[src/cds_pkg.sv]
// Constants, types and helpers shared by the clock divider with switchback.
// Assumes a single system clock with synchronous reset.
package cds_pkg;

  // Divider field encodings (oscillator clocks per machine cycle)
  localparam logic [1:0] DIV_RSVD  = 2'h0;
  localparam logic [1:0] DIV4      = 2'h1;
  localparam logic [1:0] DIV64     = 2'h2;
  localparam logic [1:0] DIV1024   = 2'h3;
  localparam logic [1:0] DIV_RESET = DIV4;

  // Oscillator clocks per internal phase cycle
  localparam logic [8:0] PH_CLK_DIV4    = 9'h001;
  localparam logic [8:0] PH_CLK_DIV64   = 9'h010;
  localparam logic [8:0] PH_CLK_DIV1024 = 9'h100;

  // Rate derivation counts
  localparam logic [1:0] MC_PER_SLOW_COUNT = 2'h3;
  localparam logic [4:0] BIT_MC_NORMAL     = 5'h10;
  localparam logic [4:0] BIT_MC_DOUBLE     = 5'h08;
  localparam logic [1:0] DEFER_INSTR       = 2'h2;

  // Register byte offsets
  localparam logic [11:0] OFS_POWER_CTRL  = 12'h000;
  localparam logic [11:0] OFS_TIMER_RATE  = 12'h004;
  localparam logic [11:0] OFS_SERIAL_CTRL = 12'h008;
  localparam logic [11:0] OFS_STATUS      = 12'h00c;

  // Field positions
  localparam int POS_DIV_LO    = 6;
  localparam int POS_FAST_RET  = 5;
  localparam int POS_TSEL      = 0;
  localparam int POS_RXEN      = 0;
  localparam int POS_BAUD_DBL  = 2;
  localparam int POS_ST_DIV    = 0;
  localparam int POS_ST_PHASE  = 2;
  localparam int POS_ST_INT    = 6;
  localparam int POS_ST_DEFER  = 7;

  // Reset values
  localparam logic       FAST_RET_RESET = 1'h0;
  localparam logic [2:0] TSEL_RESET     = 3'h0;
  localparam logic [1:0] RXEN_RESET     = 2'h0;
  localparam logic       BAUD_DBL_RESET = 1'h0;

  typedef enum logic [3:0] {
    PH1 = 4'h1,
    PH2 = 4'h2,
    PH3 = 4'h4,
    PH4 = 4'h8
  } cds_phase_e;

  function automatic logic [8:0] phase_len(input logic [1:0] d);
    case (d)
      DIV64:   phase_len = PH_CLK_DIV64;
      DIV1024: phase_len = PH_CLK_DIV1024;
      default: phase_len = PH_CLK_DIV4;
    endcase
  endfunction

  function automatic logic is_reduced(input logic [1:0] d);
    is_reduced = (d == DIV64) || (d == DIV1024);
  endfunction

endpackage

[src/cds_phase_gen.sv]
// Four-phase machine cycle generator with a stretchable phase length.
// Assumes phaseLen is 1 to 256 oscillator clocks.
`timescale 1ns/10ps
module cds_phase_gen (
  input  wire logic               clk_sys,     // System clock
  input  wire logic               srst,        // Sync reset
  input  wire logic [8:0]         phaseLen,    // Clocks per phase
  output logic                    phaseTick,   // Last clock of a phase
  output cds_pkg::cds_phase_e     phase,       // Current phase
  output logic                    machineTick  // Last clock of cycle
);

  typedef struct packed {
    logic [7:0]          cnt;
    cds_pkg::cds_phase_e ph;
  } cds_pg_s;

  cds_pg_s st;
  cds_pg_s next_st;

  // Compare with >= so a shortened length ends the phase at once
  assign phaseTick   = ({1'b0, st.cnt} >= (phaseLen - 9'h001));
  assign machineTick = phaseTick && (st.ph == cds_pkg::PH4);
  assign phase       = st.ph;

  always_comb begin
    next_st = st;
    if (phaseTick) begin
      next_st.cnt = 8'h00;
      unique case (st.ph)
        cds_pkg::PH1: next_st.ph = cds_pkg::PH2;
        cds_pkg::PH2: next_st.ph = cds_pkg::PH3;
        cds_pkg::PH3: next_st.ph = cds_pkg::PH4;
        cds_pkg::PH4: next_st.ph = cds_pkg::PH1;
        default:      next_st.ph = cds_pkg::PH1;
      endcase
    end else begin
      next_st.cnt = st.cnt + 8'h01;
    end
  end

  always_ff @(posedge clk_sys) begin
    if (srst) begin
      st <= '{cnt: 8'h00, ph: cds_pkg::PH1};
    end else begin
      st <= next_st;
    end
  end

endmodule // cds_phase_gen

[src/cds_rate_ticks.sv]
// Timer, baud and serial bit enables derived from the phase timing.
// Assumes one-cycle phase and machine strobes from the phase generator.
`timescale 1ns/10ps
module cds_rate_ticks (
  input  wire logic                clk_sys,     // System clock
  input  wire logic                srst,        // Sync reset
  input  wire logic                phaseTick,   // Phase end strobe
  input  cds_pkg::cds_phase_e      phase,       // Current phase
  input  wire logic                machineTick, // Machine cycle end
  input  wire logic [2:0]          timerSel,    // 1: per machine cycle
  input  wire logic                baudDbl,     // Double rate bit
  output logic [2:0]               timerTick,   // Timer count enables
  output logic                     baudTick,    // Second or fourth phase end
  output logic                     bitTick      // Serial mode 2 bit
);

  typedef struct packed {
    logic [1:0] mc3;
    logic [4:0] bitCnt;
    logic [2:0] tmr;
    logic       baud;
    logic       bitT;
  } cds_rt_s;

  cds_rt_s st;
  cds_rt_s next_st;
  logic    slowTick;
  logic    bitEnd;

  assign slowTick  = machineTick && (st.mc3 == (cds_pkg::MC_PER_SLOW_COUNT - 2'h1));
  assign bitEnd    = st.bitCnt == ((baudDbl ? cds_pkg::BIT_MC_DOUBLE
                                            : cds_pkg::BIT_MC_NORMAL) - 5'h01);
  assign timerTick = st.tmr;
  assign baudTick  = st.baud;
  assign bitTick   = st.bitT;

  always_comb begin
    next_st = st;
    if (machineTick) begin
      next_st.mc3    = slowTick ? 2'h0 : st.mc3 + 2'h1;
      next_st.bitCnt = bitEnd ? 5'h00 : st.bitCnt + 5'h01;
    end
    for (int i = 0; i < 3; i++) begin
      next_st.tmr[i] = timerSel[i] ? machineTick : slowTick;
    end
    // Every second phase, independent of the timer select
    next_st.baud = phaseTick && (phase == cds_pkg::PH2 || phase == cds_pkg::PH4);
    next_st.bitT = machineTick && bitEnd;
  end

  always_ff @(posedge clk_sys) begin
    if (srst) begin
      st <= '0;
    end else begin
      st <= next_st;
    end
  end

endmodule // cds_rate_ticks

[src/cds_clock_divider.sv]
// Clock rate divider with hardware switchback, APB register slave.
// Assumes core event strobes are one-cycle pulses synchronous to clk_sys.
`timescale 1ns/10ps
module cds_clock_divider (
  input  wire logic        clk_sys,       // System clock
  input  wire logic        srst,          // Sync reset
  input  wire logic        psel,          // APB select
  input  wire logic        penable,       // APB enable
  input  wire logic        pwrite,        // APB write
  input  wire logic [11:0] paddr,         // APB byte address
  input  wire logic [31:0] pwdata,        // APB write data
  output logic      [31:0] prdata,        // APB read data
  output logic             pready,        // APB ready
  output logic             pslverr,       // APB error
  input  wire logic        intAck,        // Interrupt acknowledged
  input  wire logic        intCtrlWrite,  // Enable/priority reg write
  input  wire logic        instrEnd,      // Instruction completes
  input  wire logic [1:0]  rxLine,        // Serial receive lines
  input  wire logic [1:0]  txLoad,        // Transmit buffer written
  input  wire logic        wdtReset,      // Watchdog reset
  input  wire logic        porReset,      // Power-on reset
  input  wire logic        extReset,      // External reset
  output logic [1:0]       divSel,        // Divider field
  output logic             phaseTick,     // Phase end strobe
  output logic [3:0]       phase,         // One-hot phase
  output logic             machineTick,   // Machine cycle end
  output logic [2:0]       timerTick,     // Timer count enables
  output logic             baudTick,      // Baud rate enable
  output logic             bitTick        // Mode 2 bit enable
);

  typedef struct packed {
    logic [1:0]  divSel;
    logic        fastRet;
    logic [2:0]  timerSel;
    logic [1:0]  rxEn;
    logic        baudDbl;
    logic [1:0]  rxPrev;
    logic        intPend;
    logic [1:0]  txPend;
    logic [1:0]  defer;
    logic [31:0] rdata;
    logic [8:0]  gap;
    logic        modeSame;
  } cds_state_s;

  cds_state_s          st;
  cds_state_s          next_st;
  cds_pkg::cds_phase_e ph;
  logic                setup;
  logic                wr;
  logic                wrPower;
  logic                mapped;
  logic [1:0]          rxFall;
  logic [1:0]          newDiv;
  logic                divLegal;
  logic                rxSw;
  logic                txApply;
  logic                intApply;
  logic                hwReset;
  logic                swEvent;

  cds_phase_gen u_phase (
    .clk_sys     (clk_sys),
    .srst        (srst),
    .phaseLen    (cds_pkg::phase_len(st.divSel)),
    .phaseTick   (phaseTick),
    .phase       (ph),
    .machineTick (machineTick)
  );

  cds_rate_ticks u_ticks (
    .clk_sys     (clk_sys),
    .srst        (srst),
    .phaseTick   (phaseTick),
    .phase       (ph),
    .machineTick (machineTick),
    .timerSel    (st.timerSel),
    .baudDbl     (st.baudDbl),
    .timerTick   (timerTick),
    .baudTick    (baudTick),
    .bitTick     (bitTick)
  );

  assign phase   = ph;
  assign divSel  = st.divSel;
  assign prdata  = st.rdata;
  assign pready  = 1'b1;
  assign pslverr = psel && penable && !mapped;

  // APB decode
  assign setup   = psel && !penable;
  assign wr      = psel && penable && pwrite;
  assign wrPower = wr && (paddr == cds_pkg::OFS_POWER_CTRL);
  assign mapped  = (paddr == cds_pkg::OFS_POWER_CTRL) ||
                   (paddr == cds_pkg::OFS_TIMER_RATE) ||
                   (paddr == cds_pkg::OFS_SERIAL_CTRL) ||
                   (paddr == cds_pkg::OFS_STATUS);

  // Divider write legality: div4 always, reduced only from div4
  assign newDiv   = pwdata[cds_pkg::POS_DIV_LO +: 2];
  assign divLegal = (newDiv == cds_pkg::DIV4) ||
                    ((st.divSel == cds_pkg::DIV4) &&
                     cds_pkg::is_reduced(newDiv));

  // Switchback sources; no serial done flag enters here
  assign rxFall   = st.rxPrev & ~rxLine;
  assign rxSw     = st.fastRet && |(rxFall & st.rxEn);
  assign txApply  = st.fastRet && instrEnd &&
                    |(st.txPend | txLoad);
  assign intApply = st.fastRet && st.intPend &&
                    machineTick && (st.defer == 2'h0);
  assign hwReset  = wdtReset || porReset || extReset;
  assign swEvent  = rxSw || txApply || intApply || hwReset;

  always_comb begin
    next_st = st;
    next_st.rxPrev = rxLine;

    // Register writes
    if (wrPower) begin
      next_st.fastRet = pwdata[cds_pkg::POS_FAST_RET];
      if (divLegal) begin
        next_st.divSel = newDiv;
      end
    end
    if (wr && paddr == cds_pkg::OFS_TIMER_RATE) begin
      next_st.timerSel = pwdata[cds_pkg::POS_TSEL +: 3];
    end
    if (wr && paddr == cds_pkg::OFS_SERIAL_CTRL) begin
      next_st.rxEn    = pwdata[cds_pkg::POS_RXEN +: 2];
      next_st.baudDbl = pwdata[cds_pkg::POS_BAUD_DBL];
    end

    // Deferral after enable or priority write, new write restarts it
    if (intCtrlWrite) begin
      next_st.defer = cds_pkg::DEFER_INSTR;
    end else if (instrEnd && st.defer != 2'h0) begin
      next_st.defer = st.defer - 2'h1;
    end

    // Pending events: a new acknowledge wins over the clear; a load at instrEnd is not kept pending
    next_st.intPend = (st.intPend && !intApply) ||
                      (intAck && st.fastRet);
    next_st.txPend  = (txApply ? 2'h0 : st.txPend) |
                      (st.fastRet && !instrEnd ? txLoad : 2'h0);
    if (!st.fastRet) begin
      next_st.intPend = 1'b0;
      next_st.txPend  = 2'h0;
    end

    // Hardware return overrides a same-cycle software write
    if (swEvent) begin
      next_st.divSel = cds_pkg::DIV4;
    end

    // Read data captured in setup phase
    if (setup) begin
      next_st.rdata = 32'h0000_0000;
      case (paddr)
        cds_pkg::OFS_POWER_CTRL: begin
          next_st.rdata[cds_pkg::POS_DIV_LO +: 2] = st.divSel;
          next_st.rdata[cds_pkg::POS_FAST_RET]    = st.fastRet;
        end
        cds_pkg::OFS_TIMER_RATE: begin
          next_st.rdata[cds_pkg::POS_TSEL +: 3] = st.timerSel;
        end
        cds_pkg::OFS_SERIAL_CTRL: begin
          next_st.rdata[cds_pkg::POS_RXEN +: 2] = st.rxEn;
          next_st.rdata[cds_pkg::POS_BAUD_DBL]  = st.baudDbl;
        end
        cds_pkg::OFS_STATUS: begin
          next_st.rdata[cds_pkg::POS_ST_DIV +: 2]   = st.divSel;
          next_st.rdata[cds_pkg::POS_ST_PHASE +: 4] = ph;
          next_st.rdata[cds_pkg::POS_ST_INT]        = st.intPend;
          next_st.rdata[cds_pkg::POS_ST_DEFER]      = st.defer != 2'h0;
        end
        default: begin
          next_st.rdata = 32'h0000_0000;
        end
      endcase
    end

    // Phase length watch for checking
    next_st.gap      = phaseTick ? 9'h000 : st.gap + 9'h001;
    next_st.modeSame = phaseTick ? (next_st.divSel == st.divSel)
                                 : (st.modeSame && next_st.divSel == st.divSel);
  end

  always_ff @(posedge clk_sys) begin
    if (srst) begin
      st          <= '0;
      st.divSel   <= cds_pkg::DIV_RESET;
      st.fastRet  <= cds_pkg::FAST_RET_RESET;
      st.timerSel <= cds_pkg::TSEL_RESET;
      st.rxEn     <= cds_pkg::RXEN_RESET;
      st.baudDbl  <= cds_pkg::BAUD_DBL_RESET;
      st.rxPrev   <= 2'h3;
    end else begin
      st <= next_st;
    end
  end
endmodule // cds_clock_divider

[config.mk]
export PLATFORM = sky130hd
export DESIGN_NAME = cds_clock_divider
export DESIGN_NICKNAME = d
export VERILOG_FILES = /design/src/cds_pkg.sv /design/src/cds_phase_gen.sv /design/src/cds_rate_ticks.sv /design/src/cds_clock_divider.sv
export SDC_FILE = /design/constraint.sdc
export NUM_CORES = 1
export LEC_CHECK = 0
export ABC_AREA = 1
export BUFFER_PORTS_ARGS = -buffer_cell sky130_fd_sc_hd__buf_2
export CAP_MARGIN = 20
export CORE_MARGIN = 1.5
export CORE_UTILIZATION = 45
export CTS_CLUSTER_DIAMETER = 100
export DETAILED_ROUTE_END_ITERATION = 16
export PLACE_DENSITY_LB_ADDON = 0.3
export SLEW_MARGIN = 0
export SYNTH_ARGS = -nofsm -noshare
export SYNTH_HDL_FRONTEND = slang
export SYNTH_SLANG_ARGS = --single-unit
[constraint.sdc]
create_clock -name clk_sys -period 1.96 [get_ports clk_sys]
set_input_delay 0.294 -clock clk_sys [delete_from_list [all_inputs] [get_ports clk_sys]]
set_output_delay 0.294 -clock clk_sys [all_outputs]
set_load 0.01 [all_outputs]
---- Word-level counts from Yosys, hierarchy flattened ----
Cells that the tools add are included.
W data, S select, Z words.
storage, ports and cells
  register bits after elaboration ......... 48
  input bits .............................. 59
  output and inout port bits .............. 47
cells by class
  $add $sub $neg .......................... 6
  order comparisons ....................... 1
  equal/unequal tests ..................... 15
  mux-type cells .......................... 15
  bitwise operators ....................... 6
  reductions and logical operators ........ 49
operators with widths
  cell                   number
  $eq A12 B4 Y1 const B  2
  $logic_and A1 B1 Y1    22
  $pmux W9 S2            1
  $eq A12 B3 Y1 const B  1
  $logic_not A12 Y1      1
  $logic_or A1 B1 Y1     12
  $mux W2                6
  $pmux W4 S3            1
  $reduce_or A2 Y1       6
  $eq A2 B2 Y1 const B   5
  $mux W5                2
  $ge A8 B9 Y1           1
  $pmux W3 S3            1
  $sub A9 B1 Y9 const B  1
  $add A8 B1 Y8 const B  1
  $pmux W3 S2            1
  $add A5 B1 Y5 const B  1
  $eq A5 B5 Y1           1
  $sub A5 B1 Y5 const B  1
  $and A2 B2 Y2          2
  $eq A2 B1 Y1 const B   2
  $eq A4 B1 Y1 const B   1
  $eq A4 B2 Y1 const B   1
  $eq A4 B3 Y1 const B   1
  other kinds (11)       18

---- Logic depth before layout (Yosys ltp) ----
  word-level depth ........................ 10
  gate-level depth with buffers ........... 14
  mapped depth without buffers ............ 14

---- Hierarchy ----
Synthesis repeated with hierarchy kept, for this count alone.
unflattened totals
  cell total of the unflattened synthesis .. 407
  area total of the unflattened synthesis .. 3004.1 sq um
by module, submodules not included
  module             times used  cells an instance  area each (sq um)  seq. area each (sq um)
  cds_clock_divider  1           216                1549.0             480.5
  cds_phase_gen      1           118                925.9              240.2
  cds_rate_ticks     1           73                 529.3              240.2

---- Least setup slack after synthesis ----
No wires, ideal clock.
  path type ............................... flip-flop to output port
  start ................................... register, netlist name divSel[1]
  end ..................................... output machineTick
  arrival ................................. 1.547 ns
  slack ................................... 0.119 ns
  stages on the path, launching flop included .. 9
  buffers on the path ..................... 0
  cell sequence ........................... dfxtp_1 nand2_1 ha_1 a21oi_1 nor2_1 nor2_1 nand2_4 nand2_8 inv_6
on the way
  word-level cells in the longest chain between the ends .. 5
  elaborated cells on any way between the ends .. 6
  those cells by class .................... 1 x add/sub; 1 x order compare; 2 x eq/ne; 1 x mux; 1 x reduce/logical
ends and longest elaborated chain
  element                RTL line                 text
  $eq A2 B2 Y1           cds_pkg.sv:54            case (d)
  $pmux W9 S2 *          cds_pkg.sv:54
  $sub A9 B1 Y9 *        cds_phase_gen.sv:22      assign phaseTick = ({1'b0, st.cnt} >= (phaseLen - 9'h001));
  $ge A8 B9 Y1 *         cds_phase_gen.sv:22
  via phaseTick          cds_clock_divider.sv:24  output logic phaseTick,
  $logic_and A1 B1 Y1 *  cds_phase_gen.sv:23      assign machineTick = phaseTick && (st.ph == cds_pkg::PH4);
  end: declaration       cds_clock_divider.sv:26  output logic machineTick,
Mark *: on every way through the listed nets, which the timed path passes. The rest lies on a longest branch.

---- Worst setup path in the final report ----
  start ................................... register, netlist name divSel[1]
  end ..................................... output machineTick
on the way
  word-level cells in the longest chain between the ends .. 5
  elaborated cells on any way between the ends .. 6
  those cells by class .................... 1 x add/sub; 1 x order compare; 2 x eq/ne; 1 x mux; 1 x reduce/logical
ends and longest elaborated chain
  element                RTL line
  $eq A2 B2 Y1           cds_pkg.sv:54
  $pmux W9 S2 *          cds_pkg.sv:54
  $sub A9 B1 Y9 *        cds_phase_gen.sv:22
  $ge A8 B9 Y1 *         cds_phase_gen.sv:22
  $logic_and A1 B1 Y1 *  cds_phase_gen.sv:23
Every way passes the cells marked *; elsewhere a longest branch is shown, timed or not.

==> out/qor.yml <==
floorplan:
  start_util: 0.464
  rows: 28
  core_area_sq_um: 5920
  die-area_sq_um: 6590
  boundaryPins: 106
  die_height_um: 81.2
  die_x_um: 81.2
synthesis:
  yosys_warnings: 0
  syn-cell-area_sq_um: 2750
  synth_cell_type_count: 41
  synth_area_leaders: "dfxtp_1 (35%), buf_4 (11%), nand2_1 (6.6%)"
  yosys.area.top_type: "dfxtp_1"
  synth.avg_cell_area_sq_um: 7.51
  synth_top_area_frac: 0.349
  yosysSeqAreaShare: 0.349
  synthCells: 366
  ys_ff_latch: 48
worst_setup_path:
  worstSetupPathType: "reg2out"
  crit_path_start_kind: "flop"
  path_max_fanout: 3
  critPathCaptureType: "output pin"
  cp.required_ns: 1.67
  cp_data_arrival_time_ns: 1.73
finish:
  layout_commonest_cell: "buf_2"
  fin_nets: 495
  diodes: 0
  drive_gt1_frac: 0.303
  layout_common_cells: "buf_2 (53), dfxtp_1 (45), nand2_1 (42)"
  post-route-util: 0.553
  area_growth_pct: 19.1
  fin_cells: 501
  finalInstanceArea_sq_um: 3280
timing:
  worstMarginPinSlew_ns: 0.510
  finalMaxSlewViolations: 0
  clock_skew_ns: 0.00667
  whs_ns: 0.163
  min_period_over_period: 1.03
  setup_ws_ns: -0.0685
  fin_tns_setup_ns: -0.0742
  setup_violations: 2
  rsz0062_at_grt: "yes"
  max_freq_ghz: 0.493
  hold_viol: 0
  layout_min_cycle_time_ns: 2.03
  relSlewSlack: 0.657
clock_network:
  clock_latency_ns: 0.31
  clock_sinks: 48
  cts_max_level: 2
  cts_buffers: 5
  cts_tree: "done"
  path_clk_slew_ns: 0.10
  clk_root_buffer_cell: "clkbuf_8"
  clockBufferDepth: 2
place:
  routabilityCongestion: 0.795
  dp_cells: 479
  placed_area_sq_um: 2910
  io_buffers: 54
  post-place-ws_ns: 0.0573
  hpwl_um: 4360
outcome:
  status: "finished, violations left"
  violations: "negative setup slack"
pwr:
  ir_worst_vdd_mv: 0.427
  fin_total_pwr_mw: 1.94
  powerDensity_nw_per_um2: 592
  p_leak_nw: 1.44
detailed_routing:
  first_pass_iters: 5
  num_vias: 2403
  drt-met1-wl_um: 2700
  drt-vias-per-instance: 4.80
  wire_per_inst_um: 11.9
  ant_nets: 0
  finalWirelength_um: 5950
  drt_iter0_markers: 119
  drc: 0
  dr_wl_met3_um: 415
  highest_layer: "met4"
  met2_length_um: 2760
grt:
  grt_max_degree: 17
  overflow: 0
  grt_pass1_vias: 2160
  track_usage: 0.194
  grt_pass1_wl_um: 9750
  antenna_found_initial: 0
worst_hold_path:
  hp-class: "in2reg"
run:
  cap_violations: 0
[registers in the layout (all words and copies together), names as in the netlist]
| register | count |
|---|---|
| u_phase.phase | 4 |
| u_phase.st | 8 |
| prdata | 8 |
| divSel | 2 |
| u_ticks.baudTick | 1 |
| u_ticks.bitTick | 1 |
| st | 14 |
| u_ticks.timerTick | 3 |
| u_ticks.st | 7 |
[final cells by class]
type	instances	area (sq um)
fill	552	2650
multi-input combinational	249	1460
sequential	48	967
timing repair buffer	77	468
inverter	44	175
tap	75	93.8
clock buffer	5	68.8
clock inverter	3	46.3
[cell families (layout without fill, tap and decap cells)]
| group | Yosys count | after routing | share of synthesized area |
|---|---|---|---|
| xor+xnor | 6 | 6 | 0.0191 |
| simple gates | 156 | 156 | 0.277 |
| other cells | 2 | 25 | 0.00273 |
| fa+ha+maj | 11 | 11 | 0.0500 |
| compound gates | 51 | 51 | 0.109 |
| flops | 48 | 48 | 0.349 |
| buf+inv | 92 | 129 | 0.192 |
[power by group]
group / switching (mW) / internal, mW
combinational: 0.116 / 0.0668
sequential: 0.0164 / 0.991
clock: 0.364 / 0.385
total: 0.496 / 1.44
[routing by layer]
metal | vias up | global-route usage
li1 | 1246 | -
met1 | 1067 | 0.246
met2 | 83 | 0.322
met3 | 7 | 0.0483
met4 | 0 | 0.0621
met5 | - | 0
[final timing paths]
kind,cells past startpoint,startpoint,endpoint,slack [ns]
max,13,divSel[1]$_SDFFE_PP0P_,machineTick,-0.07
min,2,intCtrlWrite,st[42]$_SDFFE_PP0P_,0.16
max reg2reg,15,divSel[1]$_SDFFE_PP0P_,u_phase.st[7]$_SDFF_PP0_,0.08
min reg2reg,1,u_phase.st[4]$_SDFF_PP0_,u_phase.st[4]$_SDFF_PP0_,0.44
[synth_stat cells]
library cell and instances:
nor2_2 3, buf_4 42, nand4_1 2, inv_6 1
xnor2_1 2, dlygate4sd1_1 1, buf_6 2, nand3_1 34
conb_1 2, inv_1 42, nor2_1 40, xor2_1 4
nor3_2 1, nand3b_1 1, nor3_4 1, ha_1 11
nor3b_2 2, nand2_1 48, o2111ai_1 1, o21ai_0 10
o21ai_2 2, o22a_1 1, nor3_1 8, nand2_2 5
a21oi_2 2, clkbuf_1 2, nand2_8 1, a21oi_1 25
and3_1 2, o211ai_1 6, nand2_4 2, nor4_1 2
o22ai_1 1, inv_2 1, o31ai_1 1, or2_2 2
nand3_2 2, buf_2 1, dfxtp_1 48, a32oi_1 1
o21ai_1 1
[what timing repair did]
item / in CTS / in global routing
cloned: 0 / 0
pin swaps: 11 / 7
hold buffers: 0 / 0
setup endpoints to repair: 2 / 13
gates resized for setup: 18 / 14
buffers inserted: 12 / 2
[worst max-delay path: stages, from the launching register on]
cell and delay, ns:
dfxtp_4 0.37, buf_6 0.13, ha_4 0.26, inv_2 0.03, nand2_2 0.06, nand2_2 0.05, nand2_2 0.05, nand2_1 0.04
nand2_1 0.07, nand2_2 0.07, nand2_4 0.10, nand2_8 0.06, clkinv_4 0.06, buf_6 0.09
Note: power is estimated with default switching activity, not from simulation.
